File: src/shift4_pkg.sv
// Shared constants and types for the bidirectional shift register
package shift4_pkg;

	// Register geometry and reset contents
	localparam int         STAGE_COUNT  = 4;
	localparam logic [3:0] STAGES_RESET = 4'h0;

	// Trace buffer geometry
	localparam int TRACE_DEPTH = 4;

	// Mode-select codes as {high bit, low bit}
	localparam logic [1:0] CODE_HOLD       = 2'h0;
	localparam logic [1:0] CODE_SHIFT_UP   = 2'h1;
	localparam logic [1:0] CODE_SHIFT_DOWN = 2'h2;
	localparam logic [1:0] CODE_LOAD       = 2'h3;

	// Clock period in ns, kept for reference by timing-aware users
	localparam int CLK_PERIOD_NS = 50;

	// Operating modes decoded from the two select inputs
	typedef enum logic [1:0] {
		MODE_HOLD,
		MODE_SHIFT_UP,
		MODE_SHIFT_DOWN,
		MODE_LOAD
	} mode_e;

endpackage

File: src/shift4_reg.sv
// Bidirectional shift register with parallel load and a trace buffer
`timescale 1ns/1ns
`default_nettype none

// Shifting FIFO: head always sits in slot 0, so every output is a flop
module trace_fifo
	import shift4_pkg::*;
#(
	parameter int WIDTH = STAGE_COUNT,
	parameter int DEPTH = TRACE_DEPTH
) (
	input  wire logic             clk,
	input  wire logic             rst_n,
	input  wire logic             ce,
	input  wire logic             in_valid,
	output var  logic             in_ready,
	input  wire logic [WIDTH-1:0] in_data,
	output var  logic             out_valid,
	input  wire logic             out_ready,
	output var  logic [WIDTH-1:0] out_data
);

	typedef struct packed {
		logic [DEPTH-1:0][WIDTH-1:0] data;
		logic [DEPTH-1:0]            used;
		logic                        space;
	} fifo_s;

	fifo_s st;
	fifo_s next_st;

	// Pop first, then push into the lowest free slot of the popped image
	always_comb begin
		logic found;
		found   = 1'b0;
		next_st = st;
		if (out_ready && st.used[0]) begin
			for (int i = 0; i < DEPTH - 1; i++) begin
				next_st.data[i] = st.data[i+1];
				next_st.used[i] = st.used[i+1];
			end
			next_st.data[DEPTH-1] = '0;
			next_st.used[DEPTH-1] = 1'b0;
		end
		// Push only against the registered space flag, so a full buffer really refuses
		if (in_valid && st.space) begin
			for (int i = 0; i < DEPTH; i++) begin
				if (!found && !next_st.used[i]) begin
					next_st.data[i] = in_data;
					next_st.used[i] = 1'b1;
					found           = 1'b1;
				end
			end
		end
		next_st.space = ~next_st.used[DEPTH-1];
	end

	// State register; clock enable freezes the buffer as a whole
	always_ff @(posedge clk) begin
		if (!rst_n) begin
			st       <= '0;
			st.space <= 1'b1;
		end else if (ce) begin
			st <= next_st;
		end
	end

	assign in_ready  = st.space;
	assign out_valid = st.used[0];
	assign out_data  = st.data[0];

	// A refused push must leave the occupancy unchanged unless a pop happened
	full_refuse_a: assert property (@(posedge clk) disable iff (!rst_n)
		(ce && in_valid && !st.space && !(out_ready && st.used[0]))
		|=> $stable(st.used))
		else $error("full buffer accepted a word");

	// The head word must survive while nobody drains it
	head_hold_a: assert property (@(posedge clk) disable iff (!rst_n)
		(ce && st.used[0] && !out_ready) |=> (out_valid && $stable(out_data)))
		else $error("head word changed without a pop");

	// Occupancy stays packed from slot 0, otherwise the head would read a hole
	used_packed_a: assert property (@(posedge clk) disable iff (!rst_n)
		((st.used & (st.used + 1'b1)) == '0))
		else $error("buffer occupancy has a gap");

	// A pop hands the second word to the head on the next edge, keeping order
	pop_advance_a: assert property (@(posedge clk) disable iff (!rst_n)
		(ce && out_ready && st.used[1]) |=> (out_valid && out_data == $past(st.data[1])))
		else $error("pop lost the order of words");

	// A push into an empty buffer shows up at the head one edge later
	push_land_a: assert property (@(posedge clk) disable iff (!rst_n)
		(ce && in_valid && in_ready && !st.used[0]) |=> (out_valid && out_data == $past(in_data)))
		else $error("pushed word did not reach the head");

endmodule

// Top: four-stage register plus a trace of each shifted or loaded word, dropped when the trace is full
module shift4_reg
	import shift4_pkg::*;
#(
	parameter int WIDTH = STAGE_COUNT,
	parameter int DEPTH = TRACE_DEPTH
) (
	input  wire logic             clk,
	input  wire logic             rst_n,
	input  wire logic             ce,
	input  wire logic             async_clear_n,
	input  wire logic             mode_select_low_bit,
	input  wire logic             mode_select_high_bit,
	input  wire logic             serial_in_toward_high,
	input  wire logic             serial_in_toward_low,
	input  wire logic [WIDTH-1:0] load_inputs,
	output var  logic [WIDTH-1:0] stage_outputs,
	output var  logic             trace_valid,
	input  wire logic             trace_ready,
	output var  logic [WIDTH-1:0] trace_data,
	output var  logic             trace_space,
	output var  logic             trace_dropped
);

	typedef struct packed {
		logic [WIDTH-1:0] stages;
		logic             dropped;
	} reg_s;

	reg_s             st;
	reg_s             next_st;
	mode_e            mode;
	logic             push;
	logic             fifo_space;
	logic [WIDTH-1:0] fifo_data;
	logic             fifo_valid;

	// Mode decode from the two select bits, sampled only at the edge
	always_comb begin
		case ({mode_select_high_bit, mode_select_low_bit})
			CODE_HOLD:       mode = MODE_HOLD;
			CODE_SHIFT_UP:   mode = MODE_SHIFT_UP;
			CODE_SHIFT_DOWN: mode = MODE_SHIFT_DOWN;
			CODE_LOAD:       mode = MODE_LOAD;
			default:         mode = MODE_HOLD;
		endcase
	end

	// Next stage contents; each branch reads only the input its mode needs
	always_comb begin
		next_st = st;
		push    = 1'b0;
		case (mode)
			MODE_HOLD: begin
				next_st.stages = st.stages;
			end
			MODE_SHIFT_UP: begin
				next_st.stages = {st.stages[WIDTH-2:0], serial_in_toward_high};
				push           = 1'b1;
			end
			MODE_SHIFT_DOWN: begin
				next_st.stages = {serial_in_toward_low, st.stages[WIDTH-1:1]};
				push           = 1'b1;
			end
			MODE_LOAD: begin
				next_st.stages = load_inputs;
				push           = 1'b1;
			end
			default: begin
				next_st.stages = st.stages;
			end
		endcase
		// A clear in progress logs nothing, the register is being wiped anyway
		push = push && async_clear_n && ce;
		// Sticky: the trace is advisory, so a full buffer never stalls the register
		if (push && !fifo_space) begin
			next_st.dropped = 1'b1;
		end
	end

	// Clear is asynchronous and wins; rst_n and ce act only on the edge
	// Release of the clear is not aligned to the clock; let go of it away from an edge
	always_ff @(posedge clk or negedge async_clear_n) begin
		if (!async_clear_n) begin
			st <= '0;
		end else if (!rst_n) begin
			st.stages  <= STAGES_RESET;
			st.dropped <= 1'b0;
		end else if (ce) begin
			st <= next_st;
		end
	end

	// Trace buffer holds the word each update produced
	trace_fifo #(
		.WIDTH (WIDTH),
		.DEPTH (DEPTH)
	) u_trace (
		.clk       (clk),
		.rst_n     (rst_n),
		.ce        (ce),
		.in_valid  (push),
		.in_ready  (fifo_space),
		.in_data   (next_st.stages),
		.out_valid (fifo_valid),
		.out_ready (trace_ready),
		.out_data  (fifo_data)
	);

	// Outputs come straight from flops in this module or the buffer
	assign stage_outputs = st.stages;
	assign trace_dropped = st.dropped;
	assign trace_valid   = fifo_valid;
	assign trace_data    = fifo_data;
	assign trace_space   = fifo_space;

	// Mode behaviour checks, one per select code
	hold_keep_a: assert property (
		@(posedge clk) disable iff (!async_clear_n)
		(rst_n && ce && !mode_select_high_bit && !mode_select_low_bit)
		|=> (async_clear_n -> $stable(stage_outputs)))
		else $error("hold mode changed the stages");

	shift_up_a: assert property (
		@(posedge clk) disable iff (!async_clear_n)
		(rst_n && ce && !mode_select_high_bit && mode_select_low_bit)
		|=> (stage_outputs == {$past(stage_outputs[WIDTH-2:0]),
			$past(serial_in_toward_high)}))
		else $error("shift toward stage 3 went wrong");

	shift_down_a: assert property (
		@(posedge clk) disable iff (!async_clear_n)
		(rst_n && ce && mode_select_high_bit && !mode_select_low_bit)
		|=> (stage_outputs == {$past(serial_in_toward_low),
			$past(stage_outputs[WIDTH-1:1])}))
		else $error("shift toward stage 0 went wrong");

	load_all_a: assert property (
		@(posedge clk) disable iff (!async_clear_n)
		(rst_n && ce && mode_select_high_bit && mode_select_low_bit)
		|=> (stage_outputs == $past(load_inputs)))
		else $error("parallel load did not copy all inputs");

	// Edge, enable and clear checks
	edge_only_a: assert property (
		@(posedge clk) disable iff (!async_clear_n)
		(!$stable(stage_outputs)) |-> ($past(ce) || !$past(rst_n)))
		else $error("stages moved without an enabled edge");

	clear_low_a: assert property (
		@(posedge clk)
		(!async_clear_n) |-> (stage_outputs == '0 && !trace_dropped))
		else $error("clear did not force stages low");

	clear_hold_a: assert property (
		@(posedge clk)
		(!async_clear_n && mode_select_high_bit && mode_select_low_bit)
		|=> ((!async_clear_n) -> (stage_outputs == '0)))
		else $error("load overrode an active clear");

	// Trace bookkeeping checks; the trace is advisory, so only its own state is guarded
	trace_log_a: assert property (
		@(posedge clk) disable iff (!rst_n || !async_clear_n)
		(push && fifo_space && !fifo_valid) |=> (trace_valid && trace_data == stage_outputs))
		else $error("trace missed an update");

	drop_flag_a: assert property (
		@(posedge clk) disable iff (!rst_n || !async_clear_n)
		(push && !fifo_space) |=> trace_dropped [*2])
		else $error("overflow not flagged");

	// Synchronous reset empties the register and the overflow flag on the next edge
	reset_state_a: assert property (
		@(posedge clk) disable iff (!async_clear_n)
		(!rst_n) |=> (stage_outputs == STAGES_RESET && !trace_dropped))
		else $error("reset left the register dirty");

	// A low enable freezes the register and the flag whatever the mode inputs say
	ce_freeze_a: assert property (
		@(posedge clk) disable iff (!async_clear_n)
		(rst_n && !ce) |=> ($stable(stage_outputs) && $stable(trace_dropped)))
		else $error("stages moved with the enable low");

	// Once set, the overflow flag stays until a reset or a clear wipes it
	drop_sticky_a: assert property (
		@(posedge clk) disable iff (!rst_n || !async_clear_n)
		trace_dropped |=> trace_dropped)
		else $error("overflow flag fell on its own");

	// A clear must not slip a word into the trace while it wipes the register
	clear_quiet_a: assert property (
		@(posedge clk)
		(rst_n && !async_clear_n && !trace_ready) |=> $stable({trace_valid, trace_space}))
		else $error("clear pushed a word into the trace");

endmodule

`default_nettype wire

File: config.mk
export PLATFORM = sky130hd
export DESIGN_NAME = shift4_reg
export DESIGN_NICKNAME = d
export VERILOG_FILES = /design/src/shift4_pkg.sv /design/src/shift4_reg.sv
export SDC_FILE = /design/constraint.sdc
export NUM_CORES = 1
export LEC_CHECK = 0
export BUFFER_PORTS_ARGS = -buffer_cell sky130_fd_sc_hd__buf_4
export CAP_MARGIN = 20
export CORE_MARGIN = 5
export CORE_UTILIZATION = 50
export CTS_BUF_LIST = sky130_fd_sc_hd__clkbuf_16
export DETAILED_ROUTE_END_ITERATION = 16
export GPL_TIMING_DRIVEN = 0
export PLACE_DENSITY = 0.73
export SETUP_SLACK_MARGIN = 0.1
export SYNTH_ARGS = -nofsm -noshare
export SYNTH_HDL_FRONTEND = slang
export SYNTH_SLANG_ARGS = --single-unit
File: constraint.sdc
create_clock -name clk -period 1.9 [get_ports clk]
set_clock_uncertainty 0.1 [all_clocks]
set_input_delay 0 -clock clk [delete_from_list [all_inputs] [get_ports clk]]
set_output_delay 0 -clock clk [all_outputs]
set_load 0.02 [all_outputs]
* Yosys cells after proc, flatten, opt, wreduce, memory -nomap -nowiden *
Cells that the tools add are included.

cells by class
  equal/unequal tests = 8
  muxes and demuxes = 21
  bitwise operators = 1
  reductions and logical operators = 19

operators with widths
  kind                                                              number
  20-bit 2-to-1 mux                                                 2
  4-bit 2-to-1 mux                                                  4
  4-bit one-hot mux with 4 select lines                             1
  1-bit 2-to-1 mux                                                  11
  5-bit 2-to-1 mux                                                  2
  2-bit == test (second input constant)                             4
  1-bit logical AND                                                 8
  2-bit one-hot mux with 4 select lines                             1
  1-bit logical NOT                                                 7
  2-bit by 1-bit == test with 1-bit output (second input constant)  2
  2-bit logical NOT                                                 2
  2-bit by 1-bit != test with 1-bit output (second input constant)  2
  3-bit OR reduction                                                1
  2-bit AND reduction                                               1
  1-bit NOT                                                         1

storage, ports and cells
  register bits = 26
  input port bits = 13
  output and inout port bits = 11
  logic and storage cells = 57

* Depth between registers and ports, before layout *
Gate-level depths: netlist of the first run.

  depth after elaboration = 22
  gate-level depth with buffers = 6
  depth with buffers taken out = 4

* By module *
Synthesis of the first run repeated with hierarchy kept, for this count alone.

second synthesis, totals
  cells, all modules = 161
  area total of the unflattened synthesis = 1,502.7 µm²

modules (own cells, without submodules)
  module      instances  cells an instance  area each (µm²)  sequential area each (µm²)
  trace_fifo  1          133                1,149.9          420.4
  shift4_reg  1          28                 352.8            125.1

* Worst setup path after synthesis of the first run *
OpenSTA, ideal clock, no wires.

  path type = register to register
  start = register u_trace.st, in the netlist u_trace.out_valid
  end = register u_trace.st[10] in the netlist's numbering
  library setup time = 0.143 ns
  arrival = 1.397 ns
  required time = 1.657 ns
  slack = 0.259 ns
  cell stages (with the launch flop) = 5
  path buffers = 1
  period minus slack after synthesis = 1.641 ns
  path through = dfxtp_1 -> buf_2 -> or3b_1 -> a21oi_2 -> o311ai_0

on the way
  cells in the longest elaborated chain, start to end = 8
  elaborated cells on any way between the ends = 9
  those cells by class = mux (5); reduce/logical (4)

ends and longest elaborated chain
  element                 line              source
  start, declared         shift4_reg.sv:29  fifo_s st;
  start signal, assigned  shift4_reg.sv:64  st <= next_st;
  1-bit logical AND       shift4_reg.sv:37  if (out_ready && st.used[0]) begin
  20-bit 2-to-1 mux (*)   shift4_reg.sv:37
  1-bit 2-to-1 mux        shift4_reg.sv:48  if (!found && !next_st.used[i]) begin
  1-bit 2-to-1 mux        shift4_reg.sv:46  if (in_valid && st.space) begin
  1-bit logical NOT       shift4_reg.sv:48
  1-bit logical AND       shift4_reg.sv:48
  4-bit 2-to-1 mux        shift4_reg.sv:48
  20-bit 2-to-1 mux (*)   shift4_reg.sv:46

Mark *: on every way between the ends. The rest lies on a longest branch, timed or not. The select of a mux whose other input is x is not followed.
A chain may end at the register's enable or synchronous reset.

* Worst setup path after layout of the first run *
  start = register u_trace.st, in the netlist u_trace.out_valid
  end = register u_trace.st[12] in the netlist's numbering

The elaborated chain is that of the path after synthesis.

==> impl_table.tex, run 1 <==
\begin{tabular}{lr}
\hline
Metric & Value \\
\hline
\multicolumn{2}{l}{\textbf{Setup path}} \\
\quad Worst-path fanout max & 10 \\
\quad Arrival time at the worst endpoint & between 1.5 and 2 ns \\
\quad Sort of element at the start of the critical path & register \\
\quad Capturing element type of the critical path & register \\
\quad R2r worst-path depth & 5 \\
\quad Critical path start-end classification & reg2reg \\
\quad Worst endpoint required time & about 1.9 ns \\
\multicolumn{2}{l}{\textbf{Pwr}} \\
\quad Pwr/cell area & approximately 740 mW/mm\^{}2 \\
\quad Leakage & 0.765 nW \\
\quad Maximum vdd ir drop & between 0.3 and 0.4 mV \\
\multicolumn{2}{l}{\textbf{Logic synthesis}} \\
\quad Post-synthesis area per instance & 10.0 um\^{}2 \\
\quad Xor and xnor fraction of the mapped netlist area & 0\% \\
\quad Number of standard cells after synthesis & $\sim$150 \\
\quad Largest area contributor in the netlist & dfxtp\_1 \\
\quad Share of the synthesized area in the top cell type & around 28\% \\
\quad Number of enable-type register cells in the synthesized netlist & 0 \\
\quad Simple logic cell fraction of the synthesized area & between 15 and 20\% \\
\quad Number of nets produced by synthesis & 161 \\
\quad Post-Synth Adder-Cell Area & 0\% \\
\quad Share of synthesized area occupied by flip-flops and latches & 36.9\% \\
\quad Yosys warning total & 0 \\
\quad Cell area after technology mapping & 0.00148 mm\^{}2 \\
\quad Dominant combinational cell family by area after synthesis & compound AO/OA/AOI/OAI gates \\
\quad Mux contribution to synthesized area & 17.2\% \\
\quad Share of flip-flops with an asynchronous set or reset after synthesis & a little under 20\% \\
\quad Cell types with the largest area share after synthesis & dfxtp\_1 28\%, mux2i\_1 11\%, dfrtp\_1 8.5\% \\
\quad Primary flip-flop cell chosen by synthesis mapping & dfxtp\_1 \\
\quad Number of distinct library cells after synthesis & 40 \\
\quad Compound-Gate Fraction of Synth Area & approximately 23\% \\
\quad Register bit count reported by yosys & 26 \\
\multicolumn{2}{l}{\textbf{Cells and area}} \\
\quad Antenna diodes & 0 \\
\quad Fill cells & about 240 \\
\quad Layout Nets & between 150 and 200 \\
\quad Layout overhead on the synthesized area & 22.8\% \\
\quad Fin area & around 0.0018 mm\^{}2 \\
\quad Share of post-route cells with drive strength above 1 & 26.7\% \\
\multicolumn{2}{l}{\textbf{Route}} \\
\quad Initial DRC Count & 79 \\
\quad DR WL/cell & $\sim$17 um \\
\quad Number of vias after detailed routing & 1302 \\
\quad Mean number of vias per cell & 6.29 \\
\quad Post-route ant nets & 0 \\
\quad DRC errors left & 0 \\
\quad Total wirelength of the detailed-routed design & 3610 um \\
\quad Detailed-routing iteration count for the pre-antenna-repair pass & 5 \\
\multicolumn{2}{l}{\textbf{STA}} \\
\quad \# setup viols final & 0 \\
\quad Tcrit/Tclk final & between 90 and 100\% \\
\quad Worst Max-Slew Pin Slew & a little under 0.5 ns \\
\quad Max\_slew headroom & between 60\% and 70\% \\
\quad PnR worst setup slack & between 0.15 and 0.2 ns \\
\quad Minimum clock period & about 1.7 ns \\
\quad Achievable clock frequency & 578 MHz \\
\quad Number of slew-limit violations in the final report & 0 \\
\quad Final number of hold-violating endpoints & 0 \\
\quad Setup repair after global routing missed its margin & yes \\
\quad Total negative setup slack & 0 ns \\
\multicolumn{2}{l}{\textbf{Clocking}} \\
\quad Cts bufs inserted & 3 \\
\quad Maximum level of the CTS H-tree & 1 \\
\quad CTS tree & built \\
\quad Maximum root-to-sink buffer count & 2 \\
\quad Buffer count from post-CTS setup fixing & 0 \\
\quad CTS root buffer & clkbuf\_16 \\
\quad Clock transition time at the flip-flop clock pins of the worst setup and hold paths & around 0.070 ns \\
\quad Clock sinks & 26 \\
\quad Worst-skew pair later-pin latency & 0.26 ns \\
\multicolumn{2}{l}{\textbf{Flow run}} \\
\quad Max Cap Viol & 0 \\
\multicolumn{2}{l}{\textbf{Placed design}} \\
\quad Final Wtd Congestion & about 0.84 \\
\quad Placed instance area & $\sim$0.0017 mm\^{}2 \\
\quad Buffers on Ports & 20 \\
\quad Worst slack at placement & 0.237 ns \\
\quad Post-DP HPWL & about 2600 um \\
\multicolumn{2}{l}{\textbf{Floorplan}} \\
\quad Height of the die & roughly 64 um \\
\quad Area of the die & 0.00415 mm\^{}2 \\
\quad Placement row count & 19 \\
\quad Area of the core & between 0.002 and 0.003 mm\^{}2 \\
\quad Die width & about 64 um \\
\quad Starting utilization of the core area & approximately 53\% \\
\quad Ports & 24 \\
\multicolumn{2}{l}{\textbf{Global route}} \\
\quad Global route overflow & 0 \\
\quad First-pass GRT wire length & just over 6000 um \\
\quad Pin count of the biggest net entering global routing & 16 \\
\quad GR Util All Layers & 17.9\% \\
\quad Number of antenna violations at the first check in global routing & 0 \\
\quad Vias in the first global route & 1283 \\
\multicolumn{2}{l}{\textbf{Worst hold path}} \\
\quad Cell depth of the worst min-delay path & 3 \\
\quad Classification of the worst-slack hold path & in2reg \\
\multicolumn{2}{l}{\textbf{Outcome}} \\
\quad Outcome & finished clean \\
\hline
\end{tabular}
==> sequential cells by signal (all words and copies together), names as in the netlist <==
signal / cells
stage_outputs: 4
trace_dropped: 1
u_trace.in_ready: 1
u_trace.out_data: 4
u_trace.out_valid: 1
u_trace.st: 15
==> power by group <==
group          total, W  switching, W  internal (W)
combinational  0.000172     0.0000990     0.0000725
sequential     0.000562    0.00000763      0.000554
clock          0.000610      0.000191      0.000419
total           0.00134      0.000298       0.00105
==> routing by layer <==
layer,GRT usage [%],share of wire (%)
met1,23.4,45
met2,31.3,49
met3,2.76,5.9
met4,3.69,0.64
met5,0,0
==> timing repair <==
| item | 4_1_cts | 5_1_grt |
|---|---|---|
| hold endpoints to repair | 7 | 0 |
| resized for setup | 0 | 3 |
| endpoints found under the setup margin | 0 | 12 |
| hold buffers | 4 | 0 |
==> cells by family after synthesis <==
family / after synthesis
buffers and inverters: 17
AND/OR/NAND/NOR: 44
multiplexers: 20
flip-flops: 26
AO/OA/AOI/OAI: 41
==> final cells by class <==
class                   count  area [um^2]  area share [%]
clock buffers               3         75.1            4.13
well taps                  31         38.8            2.13
flip-flops and latches     26          546            30.0
repair buffers             24          190            10.5
plain buffers              14         82.6            4.54
multi-input cells         105          845            46.5
inverters                   3         11.3           0.619
clock inverters             1         30.0            1.65
==> cell usage after synthesis, types with 2 or more instances <==
library cell / n
dfxtp_1: 21
mux2i_1: 16
nor2_1: 11
o21ai_0: 8
a32oi_1: 7
nand2_1: 7
buf_4: 6
nand3_1: 6
dfrtp_1: 5
nand2b_1: 5
nand3b_1: 5
a22o_1: 4
buf_2: 4
o311ai_0: 4
a21oi_1: 3
clkbuf_1: 3
mux4_2: 3
o211ai_1: 3
o21ai_1: 3
inv_1: 2
nor2b_1: 2
nor3_2: 2
==> metrics by stage <==
step | utilization (%) | power, W | hold slack (ns) | instances
2_1_floorplan | - | 0.000679 | -0.396 | 148
3_3_place_gp | 59.5 | 0.000733 | -0.281 | 199
3_5_place_dp | 59.5 | 0.000737 | -0.277 | 199
4_1_cts | 64.7 | 0.00135 | 0.0903 | 207
5_1_grt | 64.8 | 0.00139 | 0.107 | 207
6_report | 64.8 | 0.00134 | 0.0945 | 207
==> layout by cell type (no fill, tap or decap), drive strengths merged, types with 3 or more instances in the layout <==
cell	n
a22o	4
o311ai	4
nand2	8
nand3b	5
clkbuf	7
o21ai	11
mux4	4
a21oi	4
buf	30
a32oi	7
nor2	11
nand2b	5
o211ai	3
mux2i	16
dfrtp	5
dfxtp	21
dlygate4sd3	4
nand3	6
==> critical path, stage by stage (launching register included) <==
cell      delay, ns
dfxtp_1        0.32
buf_2          0.20
or3b_1         0.38
a21oi_2        0.32
nand3_1        0.13
o311ai_0       0.14
==> path summary, 6_finish.rpt <==
path                                   start          endpoint  slack (ns)
max in group asynchronous      async_clear_n  stage_outputs[2]        0.89
hold reg to reg               u_trace.st[18]    u_trace.st[18]        0.38
hold / removal                   trace_ready     u_trace.st[4]        0.09
setup / recovery           u_trace.out_valid    u_trace.st[12]        0.17
min in group asynchronous      async_clear_n     trace_dropped        0.61
setup reg to reg           u_trace.out_valid    u_trace.st[12]        0.17
No activity file was read; power rests on OpenSTA's default activity.
==> run 2, diff against run 1 <==
Settings changed: PLACE_DENSITY 0.73 to 0.72, SETUP_SLACK_MARGIN 0.1 to not set.
==> run 2 against run 1 <==
Net effect: critical path depth unchanged; core utilization did not move; sequential power barely moved; register-to-register slack improved by 0.04 ns; clock power grew 0.8%; largest cell class unchanged; non-clock buffer count unchanged; critical endpoint is now u_trace.st[16]; hold slack worse by 0.043 ns; wire length shrank 3.6%.
==> impl_table.tex, run 2 (synthesis gave the netlist of run 1 again) <==
\begin{tabular}{lr}
\hline
Metric & Value \\
\hline
\multicolumn{2}{l}{\textbf{Floorplan}} \\
\quad Die width & 64.4 um (unchanged) \\
\quad Starting utilization of the core area & 52.8\% (unchanged) \\
\quad Placement row count & 19 (unchanged) \\
\quad Area of the die & 0.00415 mm\^{}2 (unchanged) \\
\quad Ports & 24 (unchanged) \\
\quad Height of the die & 64.4 um (unchanged) \\
\quad Area of the core & 0.00281 mm\^{}2 (unchanged) \\
\multicolumn{2}{l}{\textbf{Clocking}} \\
\quad Worst-skew pair later-pin latency & 0.26 ns (about the same) \\
\quad Maximum root-to-sink buffer count & 2 (unchanged) \\
\quad Maximum level of the CTS H-tree & 1 (unchanged) \\
\quad Clock sinks & 26 (unchanged) \\
\quad CTS tree & built \\
\quad Clock transition time at the flip-flop clock pins of the worst setup and hold paths & 0.07 ns (about the same) \\
\quad Cts bufs inserted & 3 (unchanged) \\
\quad CTS root buffer & clkbuf\_16 \\
\multicolumn{2}{l}{\textbf{Pwr}} \\
\quad Part of the total power dissipated in the clock network & 45.6\% (+0.2 points) \\
\quad Register share of total power & 41.7\% (about the same) \\
\quad Pwr/cell area & 741 mW/mm\^{}2 (+0.32\%) \\
\quad Maximum vdd ir drop & 0.377 mV (-2.3\%) \\
\quad Logic gate share of total power & 12.7\% (about the same) \\
\quad Switching part of the total power & 22.4\% (+0.21 points) \\
\quad Switching power & 0.000301 W (+1.3\%) \\
\quad Leakage & 0.765 nW (about the same) \\
\quad Int Power & 0.00105 W (about the same) \\
\multicolumn{2}{l}{\textbf{Route}} \\
\quad DR WL/cell & 16.8 um (-3.6\%) \\
\quad Initial DRC Count & 56 (-29\%) \\
\quad Number of vias after detailed routing & 1293 (-0.69\%) \\
\quad Mean number of vias per cell & 6.25 (-0.69\%) \\
\quad DRC errors left & 0 (unchanged) \\
\quad Total wirelength of the detailed-routed design & 3470 um (-3.6\%) \\
\quad Post-route ant nets & 0 (unchanged) \\
\quad Detailed-routing iteration count for the pre-antenna-repair pass & 4 (-1) \\
\multicolumn{2}{l}{\textbf{Cells and area}} \\
\quad Layout Nets & 190 (unchanged) \\
\quad Highest-count cells in the layout ignoring fill and taps & 26 x buf\_4, 21 x dfxtp\_1, 16 x mux2i\_1 \\
\quad Most frequent standard cell in the layout excluding fill and tap cells & buf\_4 \\
\quad Share of post-route cells with drive strength above 1 & 26.7\% (unchanged) \\
\quad Layout overhead on the synthesized area & 22.8\% (unchanged) \\
\quad Antenna diodes & 0 (unchanged) \\
\quad Biggest register & u\_trace.st \\
\quad Flip-flop count of the largest register, all copies and words added & 15 (unchanged) \\
\multicolumn{2}{l}{\textbf{Setup path}} \\
\quad Critical path start-end classification & reg2reg \\
\quad Sort of element at the start of the critical path & register \\
\quad Capturing element type of the critical path & register \\
\quad Worst reg2reg startpoint & u\_trace.out\_valid \\
\quad Worst-path fanout max & 10 (unchanged) \\
\quad Arrival time at the worst endpoint & 1.74 ns (-0.02 ns) \\
\quad Worst endpoint required time & 1.95 ns (+0.02 ns) \\
\quad Critical path startpoint & u\_trace.out\_valid \\
\multicolumn{2}{l}{\textbf{Placed design}} \\
\quad Buffers on Ports & 20 (unchanged) \\
\quad Final Wtd Congestion & 0.865 (+2.7\%) \\
\quad Post-DP HPWL & 2520 um (-4.1\%) \\
\multicolumn{2}{l}{\textbf{STA}} \\
\quad \# setup viols final & 0 (unchanged) \\
\quad Max\_slew headroom & 62.6\% (-5.3 points) \\
\quad Setup repair after global routing missed its margin & no \\
\quad Minimum clock period & 1.69 ns (-0.0358 ns) \\
\quad Total negative setup slack & 0 ns (unchanged) \\
\quad Worst Max-Slew Pin Slew & 0.561 ns (+0.0796 ns) \\
\quad Number of slew-limit violations in the final report & 0 (unchanged) \\
\quad Achievable clock frequency & 591 MHz (+2.1\%) \\
\quad Worst Hold Slack & 0.0519 ns (-0.0427 ns) \\
\quad Tcrit/Tclk final & 89.1\% (-1.9 points) \\
\quad Final number of hold-violating endpoints & 0 (unchanged) \\
\multicolumn{2}{l}{\textbf{Worst hold path}} \\
\quad Classification of the worst-slack hold path & in2reg \\
\quad Worst Hold Launch & trace\_ready \\
\multicolumn{2}{l}{\textbf{Global route}} \\
\quad Pin count of the biggest net entering global routing & 16 (unchanged) \\
\quad Number of antenna violations at the first check in global routing & 0 (unchanged) \\
\quad Vias in the first global route & 1326 (+3.4\%) \\
\quad Global route overflow & 0 (unchanged) \\
\quad GR Util All Layers & 18.3\% (+0.47 points) \\
\quad First-pass GRT wire length & 6150 um (+1.5\%) \\
\multicolumn{2}{l}{\textbf{Outcome}} \\
\quad Outcome & finished clean \\
\multicolumn{2}{l}{\textbf{Flow run}} \\
\quad Max Cap Viol & 0 (unchanged) \\
\hline
\end{tabular}
run 2: cell counts in the layout (fill, tap and decap cells not counted):
Identical to the previous run, type by type.
run 2: per-layer routing:
| metal | vias up | GRT usage, % | wire length (um) |
|---|---|---|---|
| met5 | - | 0 | 0 |
| met3 | 4 | 2.76 | 179 |
| li1 | 624 | - | - |
| met4 | 0 | 5.54 | 40 |
| met2 | 41 | 32.5 | 1730 |
| met1 | 624 | 23.0 | 1520 |
run 2: per-stage QoR:
stage	cell area, um^2	power [W]	worst slack, ns	cells	utilization [%]
2_1_floorplan	1480	0.000679	0.259	148	-
3_3_place_gp	1670	0.000732	0.274	199	59.5
3_5_place_dp	1670	0.000736	0.236	199	59.5
4_1_cts	1810	0.00135	0.121	207	64.7
5_1_grt	1820	0.00140	0.0582	207	64.8
6_report	1820	0.00135	0.207	207	64.8
run 2: what timing repair did:
item                                    in CTS  in global routing
buffers inserted                             0                  0
gates resized for setup                      0                  3
hold endpoints to repair                     8                  0
hold buffers                                 4                  0
endpoints found under the setup margin       0                 11
run 2: final timing paths:
kind,depth (start not counted),slack (ns),endpoint
worst min register to register,1,0.39,u_trace.st[20]
max in group asynchronous,3,0.89,stage_outputs[2]
worst min-delay path,3,0.05,u_trace.st[4]
worst max register to register,5,0.21,u_trace.st[16]
worst max-delay path,5,0.21,u_trace.st[16]
min in group asynchronous,3,0.61,stage_outputs[0]
run 2: cell type report:
cell class                 count  area, um^2
inverter                       3        11.3
multi-input combinational    105         845
clock buffer                   3        75.1
clock inverter                 1        30.0
fill                         237         987
tap                           31        38.8
sequential                    26         546
buffer                        14        82.6
timing repair buffer          24         190
run 2: power by group through the flow:
stage / Sequential (W) / Clock (W) / Combinational, W
floorplan: 0.000579 / 0 / 0.000100
global placement: 0.000573 / 0 / 0.000159
detailed placement: 0.000574 / 0 / 0.000163
CTS: 0.000561 / 0.000621 / 0.000171
global route: 0.000563 / 0.000653 / 0.000187
finish: 0.000562 / 0.000615 / 0.000171
run 2: critical path, stage by stage, from the launching register on:
cell and delay (ns):
dfxtp_1 0.32, buf_2 0.21, nand2_1 0.17, a2111oi_4 0.43, nand2b_1 0.24, o21ai_0 0.11
